===== src/fws_pkg.sv =====
// fault and warning supervision: shared constants, states and signal bundles
// assumes a single 100 MHz clock domain; no registers of its own, only constants and types
`default_nettype none

package fws_pkg;

	// -------------------------------------------------
	// timing
	// -------------------------------------------------
	localparam int CLK_HZ = 100_000_000;
	localparam int RAMP_MS = 5;
	// longest allowed time, so rounded down
	localparam int RAMP_CYCLES = (CLK_HZ / 1000) * RAMP_MS;
	localparam int CNT_W = 20;

	// -------------------------------------------------
	// widths and field positions
	// -------------------------------------------------
	localparam int NCH = 4;
	localparam int CLIP_W = 8;
	localparam logic [CLIP_W-1:0] CLIP_WIN_DEFAULT = 8'h14;
	localparam int FM_CHAN = 0;
	localparam int FM_OVERTEMP_SHUTDOWN = 1;
	localparam int FM_VOLT = 2;
	localparam int FM_CLK = 3;
	localparam int WM_CLIP = 0;
	localparam int WM_OTW = 1;

	// -------------------------------------------------
	// types
	// -------------------------------------------------
	typedef enum logic [2:0] {
		ST_STANDBY,
		ST_HIZ,
		ST_MUTE,
		ST_PLAY,
		ST_RAMP
	} fws_state_e;

	// live conditions from the analog monitors
	typedef struct packed {
		logic vbat_uv;
		logic output_stage_supply_uv;
		logic output_stage_supply_ov;
		logic overtemp_shutdown;
		logic overtemp_warning;
		logic clk_err;
		logic [NCH-1:0] otw_ch;
		logic [NCH-1:0] ocp;
		logic [NCH-1:0] dc;
		logic [NCH-1:0] ilim;
	} fws_cond_s;

	// status flags, sticky except clip when clip_latch is off
	typedef struct packed {
		fws_cond_s cond;
		logic por;
		logic [NCH-1:0] clip;
	} fws_status_s;

	typedef struct packed {
		logic clip_latch;
		logic [CLIP_W-1:0] clip_window;
		logic [3:0] fault_mask;
		logic [1:0] warn_mask;
		logic [1:0] otw_sel;
	} fws_cfg_s;

endpackage

`default_nettype wire


===== src/fws_clip_det.sv =====
// clip detector: counts consecutive pwm clocks at full modulation per channel
// assumes i_full and i_pwm_tick come from logic on the same clock
`timescale 1ns/10ps
`default_nettype none

module fws_clip_det
(
	// clock and reset
	input wire logic i_ref_clk,
	input wire logic i_rst,
	// modulator side
	input wire logic i_pwm_tick,
	input wire logic [fws_pkg::NCH-1:0] i_full,
	input wire logic [fws_pkg::CLIP_W-1:0] i_window,
	// result
	output logic [fws_pkg::NCH-1:0] o_hit
);

	typedef struct packed {
		logic [fws_pkg::NCH-1:0][fws_pkg::CLIP_W-1:0] cnt;
		logic [fws_pkg::NCH-1:0] hit;
	} fws_clip_s;

	fws_clip_s s;
	fws_clip_s next_s;

	// -------------------------------------------------
	// per channel run counter
	// -------------------------------------------------
	always_comb
	begin
		next_s = s;
		for (int i = 0; i < fws_pkg::NCH; i++)
		begin
			if (!i_full[i])
			begin
				next_s.cnt[i] = '0;
			end
			else if (i_pwm_tick && (s.cnt[i] != {fws_pkg::CLIP_W{1'b1}}))
			begin
				next_s.cnt[i] = s.cnt[i] + 1'b1;
			end
			// flagged once the run reaches the window; drops as soon as full ends
			next_s.hit[i] = i_full[i] && (next_s.cnt[i] >= i_window);
		end
	end

	always_ff @(posedge i_ref_clk or posedge i_rst)
	begin
		if (i_rst)
		begin
			s <= '0;
		end
		else
		begin
			s <= next_s;
		end
	end

	assign o_hit = s.hit;

endmodule // fws_clip_det

`default_nettype wire


===== src/fws_top.sv =====
// fault and warning supervision with pin control of the operating state
// assumes monitor and pin inputs are asynchronous; config and clear come from
// register logic on i_ref_clk; i_rst is the logic supply power-on reset
//
// Notes on behaviour
// undervoltage on battery or output supply asserts fault pin and sets flag
// power-on reset disables control interface and resets all state to default
// after power-on reset the reset warning flag and warning pin are set
// output supply overvoltage asserts fault pin and sets its flag
// host holds standby low at least 15 ms before removing supplies; the host model holds it 30 clocks
// fault pin driven by channel, thermal shutdown, supply and clock faults
// fault pin stays latched until the clear-fault pulse
// fault flags are sticky until the clear-fault pulse
// fault masks gate only the pin; all categories reach pin by default
// warning pin reports clip, overtemp warning, current limit and reset
// clip flagged after programmable run of full pwm clocks, default 20
// in latching clip mode the clip flag holds until clear-fault
// overtemp warning from global or any channel warning; threshold selectable
// warning masks gate clip or overtemp from pin without touching flags
// warning pin latched until the clear-fault pulse
// mute pin low mutes all channels, high unmutes
// standby low shuts down, ramping active outputs down within 5 ms
// four states: standby, hi-z, mute at 50 percent, play
// reset forces standby; supply and thermal shutdown force hi-z
// channel overcurrent and dc faults in mute and play put channel hi-z
// clear-fault is a one-cycle pulse clearing all sticky state
`timescale 1ns/10ps
`default_nettype none

module fws_top
#(
	parameter int RAMP_CYCLES = fws_pkg::RAMP_CYCLES
)
(
	// clock and reset
	input wire logic i_ref_clk,
	input wire logic i_rst,
	// control pins, active low
	input wire logic i_mute_n,
	input wire logic i_standby_n,
	// analog monitor conditions
	input wire fws_pkg::fws_cond_s i_cond,
	// modulator side
	input wire logic i_pwm_tick,
	input wire logic [fws_pkg::NCH-1:0] i_pwm_full,
	// configuration and clear pulse
	input wire fws_pkg::fws_cfg_s i_cfg,
	input wire fws_pkg::fws_state_e i_state_req,
	input wire logic i_clear_fault,
	// status
	output fws_pkg::fws_status_s o_status,
	output fws_pkg::fws_state_e o_state,
	output logic o_ctl_en,
	output logic [1:0] o_otw_sel,
	// output stage control
	output logic [fws_pkg::NCH-1:0] o_ch_hiz,
	output logic o_ch_mute,
	output logic o_ramp_down,
	output logic o_osc_run,
	// open-drain pins
	output logic o_fault_out,
	output logic o_fault_oe,
	output logic o_warn_out,
	output logic o_warn_oe
);

	typedef struct packed {
		fws_pkg::fws_cond_s cond_m;
		fws_pkg::fws_cond_s cond_q;
		logic [1:0] pin_m;
		logic [1:0] pin_q;
		fws_pkg::fws_status_s st;
		fws_pkg::fws_state_e state;
		logic [fws_pkg::CNT_W-1:0] cnt;
		logic [fws_pkg::NCH-1:0] ch_flt;
		logic glob_hold;
		logic fault_lat;
		logic warn_lat;
		logic ctl_en;
		logic [1:0] otw_sel;
		logic [fws_pkg::NCH-1:0] ch_hiz;
		logic ch_mute;
		logic osc_run;
		logic ramp;
	} fws_top_s;

	localparam logic [fws_pkg::CNT_W-1:0] RAMP_LAST = fws_pkg::CNT_W'(RAMP_CYCLES - 1);

	fws_top_s s;
	fws_top_s next_s;
	logic [fws_pkg::NCH-1:0] clip_hit;

	// -------------------------------------------------
	// clip detection
	// -------------------------------------------------
	fws_clip_det u_clip
	(
		.i_ref_clk(i_ref_clk),
		.i_rst(i_rst),
		.i_pwm_tick(i_pwm_tick),
		.i_full(i_pwm_full),
		.i_window(i_cfg.clip_window),
		.o_hit(clip_hit)
	);

	// -------------------------------------------------
	// state selection helper
	// -------------------------------------------------
	function automatic fws_pkg::fws_state_e pick_run(input fws_pkg::fws_state_e req, input logic mute_n);
		fws_pkg::fws_state_e r;
		r = fws_pkg::ST_HIZ;
		if (req == fws_pkg::ST_PLAY)
		begin
			r = mute_n ? fws_pkg::ST_PLAY : fws_pkg::ST_MUTE;
		end
		else if (req == fws_pkg::ST_MUTE)
		begin
			r = fws_pkg::ST_MUTE;
		end
		return r;
	endfunction

	// -------------------------------------------------
	// next state
	// -------------------------------------------------
	always_comb
	begin
		fws_pkg::fws_cond_s c;
		logic clr;
		logic mute_n;
		logic stby_n;
		logic mon_glob;
		logic mon_ch;
		logic [fws_pkg::NCH-1:0] ch_ev;
		logic volt_ev;
		logic otw_any;
		logic fault_ev;
		logic warn_ev;
		fws_pkg::fws_state_e run;

		next_s = s;
		c = s.cond_q;
		clr = i_clear_fault;
		mute_n = s.pin_q[0];
		stby_n = s.pin_q[1];
		mon_glob = 1'b0;
		mon_ch = 1'b0;
		ch_ev = '0;
		volt_ev = 1'b0;
		otw_any = 1'b0;
		fault_ev = 1'b0;
		warn_ev = 1'b0;
		run = fws_pkg::ST_HIZ;

		// two-stage synchronisers for pins and monitors
		next_s.cond_m = i_cond;
		next_s.cond_q = s.cond_m;
		next_s.pin_m = {i_standby_n, i_mute_n};
		next_s.pin_q = s.pin_m;

		// monitoring windows per operating state
		mon_glob = (s.state != fws_pkg::ST_STANDBY);
		mon_ch = (s.state == fws_pkg::ST_MUTE) || (s.state == fws_pkg::ST_PLAY);
		c.vbat_uv = c.vbat_uv & mon_glob;
		c.output_stage_supply_uv = c.output_stage_supply_uv & mon_glob;
		c.output_stage_supply_ov = c.output_stage_supply_ov & mon_glob;
		c.overtemp_shutdown = c.overtemp_shutdown & mon_glob;
		c.overtemp_warning = c.overtemp_warning & mon_glob;
		c.otw_ch = c.otw_ch & {fws_pkg::NCH{mon_glob}};
		c.ocp = c.ocp & {fws_pkg::NCH{mon_ch}};
		c.dc = c.dc & {fws_pkg::NCH{mon_ch}};

		// sticky flags, a new event wins over the clear
		next_s.st.cond = (clr ? '0 : s.st.cond) | c; // see see
		next_s.st.por = clr ? 1'b0 : s.st.por;
		if (i_cfg.clip_latch)
		begin
			next_s.st.clip = (clr ? '0 : s.st.clip) | clip_hit;
		end
		else
		begin
			next_s.st.clip = clip_hit;
		end

		// fault pin, categories gated by masks only
		ch_ev = c.ocp | c.dc;
		volt_ev = c.vbat_uv | c.output_stage_supply_uv | c.output_stage_supply_ov;
		fault_ev = ((|ch_ev) & ~i_cfg.fault_mask[fws_pkg::FM_CHAN])
			| (c.overtemp_shutdown & ~i_cfg.fault_mask[fws_pkg::FM_OVERTEMP_SHUTDOWN])
			| (volt_ev & ~i_cfg.fault_mask[fws_pkg::FM_VOLT])
			| (c.clk_err & ~i_cfg.fault_mask[fws_pkg::FM_CLK]); // see
		next_s.fault_lat = (clr ? 1'b0 : s.fault_lat) | fault_ev;

		// warning pin
		otw_any = c.overtemp_warning | (|c.otw_ch);
		warn_ev = ((|clip_hit) & ~i_cfg.warn_mask[fws_pkg::WM_CLIP])
			| (otw_any & ~i_cfg.warn_mask[fws_pkg::WM_OTW])
			| (|c.ilim); // see
		next_s.warn_lat = (clr ? 1'b0 : s.warn_lat) | warn_ev;

		// protective holds
		next_s.ch_flt = (clr ? '0 : s.ch_flt) | ch_ev;
		next_s.glob_hold = (clr ? 1'b0 : s.glob_hold) | volt_ev | c.overtemp_shutdown | c.clk_err;

		// operating state
		run = pick_run(i_state_req, mute_n);
		case (s.state)
			fws_pkg::ST_STANDBY:
			begin
				next_s.cnt = '0;
				if (stby_n)
				begin
					next_s.state = fws_pkg::ST_HIZ;
				end
			end
			fws_pkg::ST_HIZ:
			begin
				if (!stby_n)
				begin
					next_s.state = fws_pkg::ST_STANDBY;
				end
				else if (!next_s.glob_hold)
				begin
					next_s.state = run;
				end
			end
			fws_pkg::ST_MUTE, fws_pkg::ST_PLAY:
			begin
				next_s.cnt = '0;
				if (!stby_n)
				begin
					next_s.state = fws_pkg::ST_RAMP;
				end
				else if (next_s.glob_hold)
				begin
					next_s.state = fws_pkg::ST_HIZ;
				end
				else
				begin
					next_s.state = run;
				end
			end
			fws_pkg::ST_RAMP:
			begin
				next_s.cnt = s.cnt + 1'b1;
				if (s.cnt >= RAMP_LAST)
				begin
					next_s.state = fws_pkg::ST_STANDBY;
				end
			end
			default:
			begin
				next_s.state = fws_pkg::ST_STANDBY;
			end
		endcase

		// registered outputs follow the next state
		next_s.ctl_en = 1'b1;
		next_s.otw_sel = i_cfg.otw_sel;
		next_s.osc_run = (next_s.state != fws_pkg::ST_STANDBY);
		next_s.ramp = (next_s.state == fws_pkg::ST_RAMP);
		next_s.ch_mute = (next_s.state == fws_pkg::ST_MUTE);
		if ((next_s.state == fws_pkg::ST_STANDBY) || (next_s.state == fws_pkg::ST_HIZ))
		begin
			next_s.ch_hiz = '1;
		end
		else
		begin
			next_s.ch_hiz = next_s.ch_flt;
		end
	end

	// -------------------------------------------------
	// state register
	// -------------------------------------------------
	always_ff @(posedge i_ref_clk or posedge i_rst)
	begin
		if (i_rst)
		begin
			s <= '0; // see
			s.st.por <= 1'b1;
			s.warn_lat <= 1'b1;
			s.ch_hiz <= '1;
		end
		else
		begin
			s <= next_s;
		end
	end

	// -------------------------------------------------
	// outputs
	// -------------------------------------------------
	assign o_status = s.st;
	assign o_state = s.state;
	assign o_ctl_en = s.ctl_en;
	assign o_otw_sel = s.otw_sel;
	assign o_ch_hiz = s.ch_hiz;
	assign o_ch_mute = s.ch_mute;
	assign o_ramp_down = s.ramp;
	assign o_osc_run = s.osc_run;
	// open drain: only ever pulls low
	assign o_fault_out = 1'b0;
	assign o_fault_oe = s.fault_lat;
	assign o_warn_out = 1'b0;
	assign o_warn_oe = s.warn_lat;

endmodule // fws_top

`default_nettype wire


===== config.mk =====
export PLATFORM = sky130hd
export DESIGN_NAME = fws_top
export DESIGN_NICKNAME = d
export VERILOG_FILES = /design/src/fws_pkg.sv /design/src/fws_clip_det.sv /design/src/fws_top.sv
export SDC_FILE = /design/constraint.sdc
export NUM_CORES = 1
export LEC_CHECK = 0
export ABC_AREA = 1
export BUFFER_PORTS_ARGS = -buffer_cell sky130_fd_sc_hd__buf_2
export CORE_ASPECT_RATIO = 0.6
export CORE_UTILIZATION = 35
export DETAILED_ROUTE_END_ITERATION = 12
export PLACE_DENSITY = 0.5
export SLEW_MARGIN = 20
export SYNTH_ARGS = -nofsm -noshare
export SYNTH_HDL_FRONTEND = slang
export SYNTH_SLANG_ARGS = --single-unit

===== constraint.sdc =====
create_clock -name i_ref_clk -period 8.7 [get_ports i_ref_clk]
set_input_delay 1.305 -clock i_ref_clk [delete_from_list [all_inputs] [get_ports i_ref_clk]]
set_output_delay 1.305 -clock i_ref_clk [all_outputs]
set_load 0.02 [all_outputs]

After elaboration in Yosys (flattened, before gate mapping). Cells that the tools add are included.

Add/sub/neg operators: 5. Order comparisons: 5. Equality and inequality tests: 13. Muxes and demuxes: 27. Bitwise logic cells: 37. Reductions and logical operators: 21.

Operators with widths (number): $mux W8 (8); $pmux W20 S2 (1); $add A8 B1 Y8 const B (4); $ge A8 B8 Y1 (4); $ne A8 B8 Y1 const B (4); $mux W22 (1); $or A22 B22 Y22 (1); $add A20 B1 Y20 const B (1); $ge A20 B19 Y1 const B (1); $mux W3 (6); $mux W4 (4); $reduce_or A4 Y1 (4); $eq A3 B2 Y1 const B (5); $or A1 B1 Y1 (13); $and A4 B4 Y4 (3); $or A4 B4 Y4 (3); $pmux W3 S4 (1); $and A1 B1 Y1 (11); $logic_and A1 B1 Y1 (8); $eq A3 B1 Y1 const B (2); $eq A3 B3 Y1 const B (2); $logic_not A3 Y1 (2); $not A1 Y1 (6); $reduce_bool A3 Y1 (2); other kinds (6) (11).

Bits in registers: 151. Input bits: 52. Output and inout bits: 44. Word-level logic and storage cells: 159.

Longest topological paths before layout.
Depth in word-level cells: 13. Mapped depth: 18. Depth with buffers taken out: 18.

By module. Synthesis repeated with hierarchy kept, for this count alone.

Cells, all modules: 802. Area, all modules: 7383.3 um^2.

Modules (own cells, without submodules): fws_top (times used 1, cells an instance 428, area each 4642.0 um^2, seq. area each 2885.3 um^2); fws_clip_det (times used 1, cells an instance 374, area each 2741.4 um^2, seq. area each 900.9 um^2).

Worst setup path after synthesis. OpenSTA, ideal clock, no wires.

Path type: input to register. From: input i_pwm_tick. To: register u_clip.s (netlist bit u_clip.o_hit[3]). Setup time: 0.063 ns. Arrival: 2.654 ns. Data required time: 8.637 ns. Setup slack: 5.983 ns. Stages on the path: 14. Path buffers: 0. Cell sequence: inv_1 a21oi_4 inv_2 nor2_1 nand4_1 nand2_1 nor2_1 ha_1 nand2_1 nor2_1 nand4_1 o2111ai_1 nand2_1 inv_1.

RTL lines: from (decl) (RTL line fws_top.sv:44) `input wire logic i_pwm_tick,`; to (signal assigned) (RTL line fws_clip_det.sv:56) `s <= next_s;`; to (decl) (RTL line fws_clip_det.sv:24) `fws_clip_s s;`.

==> impl_metrics.yaml <==
run_status:
  outcome: "complete, no violations"
cts:
  cts_setup_buffers: 0
  cts_sinks: 151
  numCtsBuffers: 17
  clk_pin_slew_worst_paths_ps: 60
  cts_root_buf: "clkbuf_16"
  cts_max_level: 4
  postCtsHoldBufs: 0
  cts_tree: "yes"
  clockBufferDepth: 2
  cts-resized-gates: 0
  clkLatencyLatePin_ps: 420
logic_synthesis:
  synth_edf_count: 0
  synth_top_area_cell: "dfrtp_1"
  syn_inst: 778
  synth_area_leaders: "dfrtp_1 51%, nand2_1 8.7%, ha_1 6.5%"
  synth_flop_cell: "dfrtp_1"
  syn_area_mm2: 0.007174
  yosysUniqueCellTypes: 44
  yosysSeqAreaShare_pct: 52.77
  ys_ff_latch: 151
  synth_top_area_share_pct: 50.58
  yosysWarnings: 0
  syn_avg_cell_area_um2: 9.222
  synthArstFlopShare_pct: 100.0
final_layout:
  diodes: 0
  fillers: 2005
  fin_util_pct: 41.52
  drive_above_1_share_pct: 20.00
  final_common_cell: "nand2_1"
  area.growth.synth_to_final_pct: 15.85
  nets: 936
  fin_area_mm2: 0.008312
  layout_common_cells: "166 x nand2_1, 145 x dfrtp_1, 96 x inv_1"
route:
  vias_per_cell: 4.619
  vias: 5233
  wl_mm: 15.63
  firstDrtPassIters: 4
  wl_per_cell_um: 13.80
  ant_nets: 0
  drc: 0
  dr.first_iter.drc_count: 292
run:
  drv_cap: 0
sta:
  fin_skew_ps: 6.732
  rsz0062_at_grt: "no"
  slew_viol_final: 0
  relSlewSlack_pct: 40.01
  final-setup-viol-count: 0
  tightest_slew_ps: 899.9
  finalHoldViolations: 0
  setup-tns-final_ps: 0
  min_period_ps: 2750
  fmaxAchievable_mhz: 363.7
  fin_crit_sh_pct: 31.60
worst_hold_path:
  worstHoldPathType: "flop to flop"
pwr:
  p_leak_nw: 4.178
  vdd_drop_max_v: 0.0001374
  powerDensity_mw_per_mm2: 194.5
worst_setup_path:
  required_ps: 9060
  crit_path_max_incr_delay_ps: 270
  cp-end-kind: "flop"
  cp_slowest_cell: "ha_1"
  critical_path_class: "primary input to flop"
  startpoint_type: "primary input"
  cp_cell_sequence: "buf_2, inv_1, a21oi_4, inv_2, nor2_1, nand4_1, nand2_1, nor2_1, ha_1, nand2_1, nor2_1, nand4_1, o2111ai_1, nand2_1, inv_1"
  critical_path_arrival_ps: 3110
  crit_fanout: 7
place:
  dp_hpwl_mm: 11.31
  dpl-instance-area_mm2: 0.007685
  port_buffers: 93
  gp_congestion: 0.8191
floorplanning:
  num_io_pins: 96
  chipWidth_um: 186.8
  row_count: 40
  initial_utilization_pct: 35.84
  die_h_um: 112.9
  core_area_mm2: 0.02002
  die-area_mm2: 0.02109
global_route:
  antenna_found_initial: 0
  grt_pass1_wl_mm: 26.44
  grt_pass1_vias: 5118
  grt_max_degree: 104
  grt_overflow_total: 0
  grt_util_all_layers_pct: 15.92
## synthesized netlist by cell type (4+ instances only)
cell type,n
o22ai_1,4
o2111ai_1,6
xor2_1,9
dfstp_2,6
o21bai_1,4
nor2_1,55
buf_2,4
a22o_1,4
a31o_2,5
a21o_1,4
o21ai_0,33
a31oi_1,4
inv_2,7
dfrtp_1,145
o21ai_1,8
ha_1,37
a21oi_1,43
nand3_2,6
nand3_1,28
nand2_1,166
nor3_2,5
nand4_1,14
nor2_2,5
inv_1,97
buf_4,38
nor3_1,11
## final timing paths
path	slack (ps)	cells past startpoint	end	from
min	350	0	s[67]	next_s[67]
max	5950	15	u_clip.o_hit[3]	i_pwm_tick
max reg2reg	6240	16	u_clip.o_hit[2]	u_clip.s[20]
max in group asynchronous	6400	3	o_status[5]	i_rst
min in group asynchronous	1070	2	s[67]	i_rst
min reg2reg	350	0	s[67]	next_s[67]
## cells by family after synthesis
kind of cell | Yosys count | share of synthesized area, %
adder cells (fa/ha/maj) | 37 | 6.453
flip-flops | 151 | 52.77
XOR/XNOR | 12 | 1.465
other | 2 | 0.1047
buffers and inverters | 150 | 9.906
AO/OA/AOI/OAI | 124 | 10.45
AND/OR/NAND/NOR | 302 | 18.85
## metal layers
| metal | GRT usage, % | vias to the layer above | wire, µm |
|---|---|---|---|
| met2 | 21.92 | 125 | 6161 |
| met5 | 0 | - | 0 |
| li1 | - | 2641 | - |
| met3 | 4.001 | 12 | 809 |
| met4 | 4.918 | 0 | 131 |
| met1 | 24.17 | 2455 | 8529 |
## flip-flops by register name (all words and copies together), names as in the netlist
register	count
u_clip.o_hit	4
o_osc_run	1
o_ctl_en	1
o_state	3
next_s	24
s	49
o_fault_oe	1
o_status	27
o_ch_mute	1
o_otw_sel	2
u_clip.s	32
o_ch_hiz	4
o_warn_oe	1
o_ramp_down	1
## critical path, delay by kind of cell
kind / cells / cell delay [ps]
AOI/OAI and AO/OA: 2 / 320
adders and majority gates: 1 / 270
buffers and inverters: 4 / 440
and+or+nand+nor: 8 / 780
## power by group
group / switching, mW / total [mW] / internal (mW)
sequential: 0.0108 / 0.737 / 0.726
combinational: 0.0726 / 0.106 / 0.0335
clock: 0.292 / 0.774 / 0.481
total: 0.376 / 1.62 / 1.24
## metrics by stage
stage / hold slack, ps / std cells / setup slack, ps / power [mW]
floorplan: 331.2 / 779 / 3340 / 0.8236
global placement: 331.4 / 1101 / 5568 / 0.8574
detailed placement: 334.7 / 1101 / 5514 / 0.8572
CTS: 349.3 / 1133 / 5970 / 1.643
global route: 351.9 / 1133 / 5700 / 1.685
finish: 347.5 / 1133 / 5950 / 1.616
## final cells by class
| cell class | instances | area [µm²] | share of cell area [%] |
|---|---|---|---|
| Tap cell | 273 | 341.6 | 4.110 |
| Timing Repair Buffer | 95 | 480.5 | 5.781 |
| Multi-Input combinational cell | 478 | 2681 | 32.26 |
| Inverter | 104 | 395.4 | 4.757 |
| Sequential cell | 151 | 3786 | 45.55 |
| Clock buffer | 21 | 480.5 | 5.781 |
| Clock inverter | 11 | 146.4 | 1.761 |
Power figures use the tool's default switching activity.
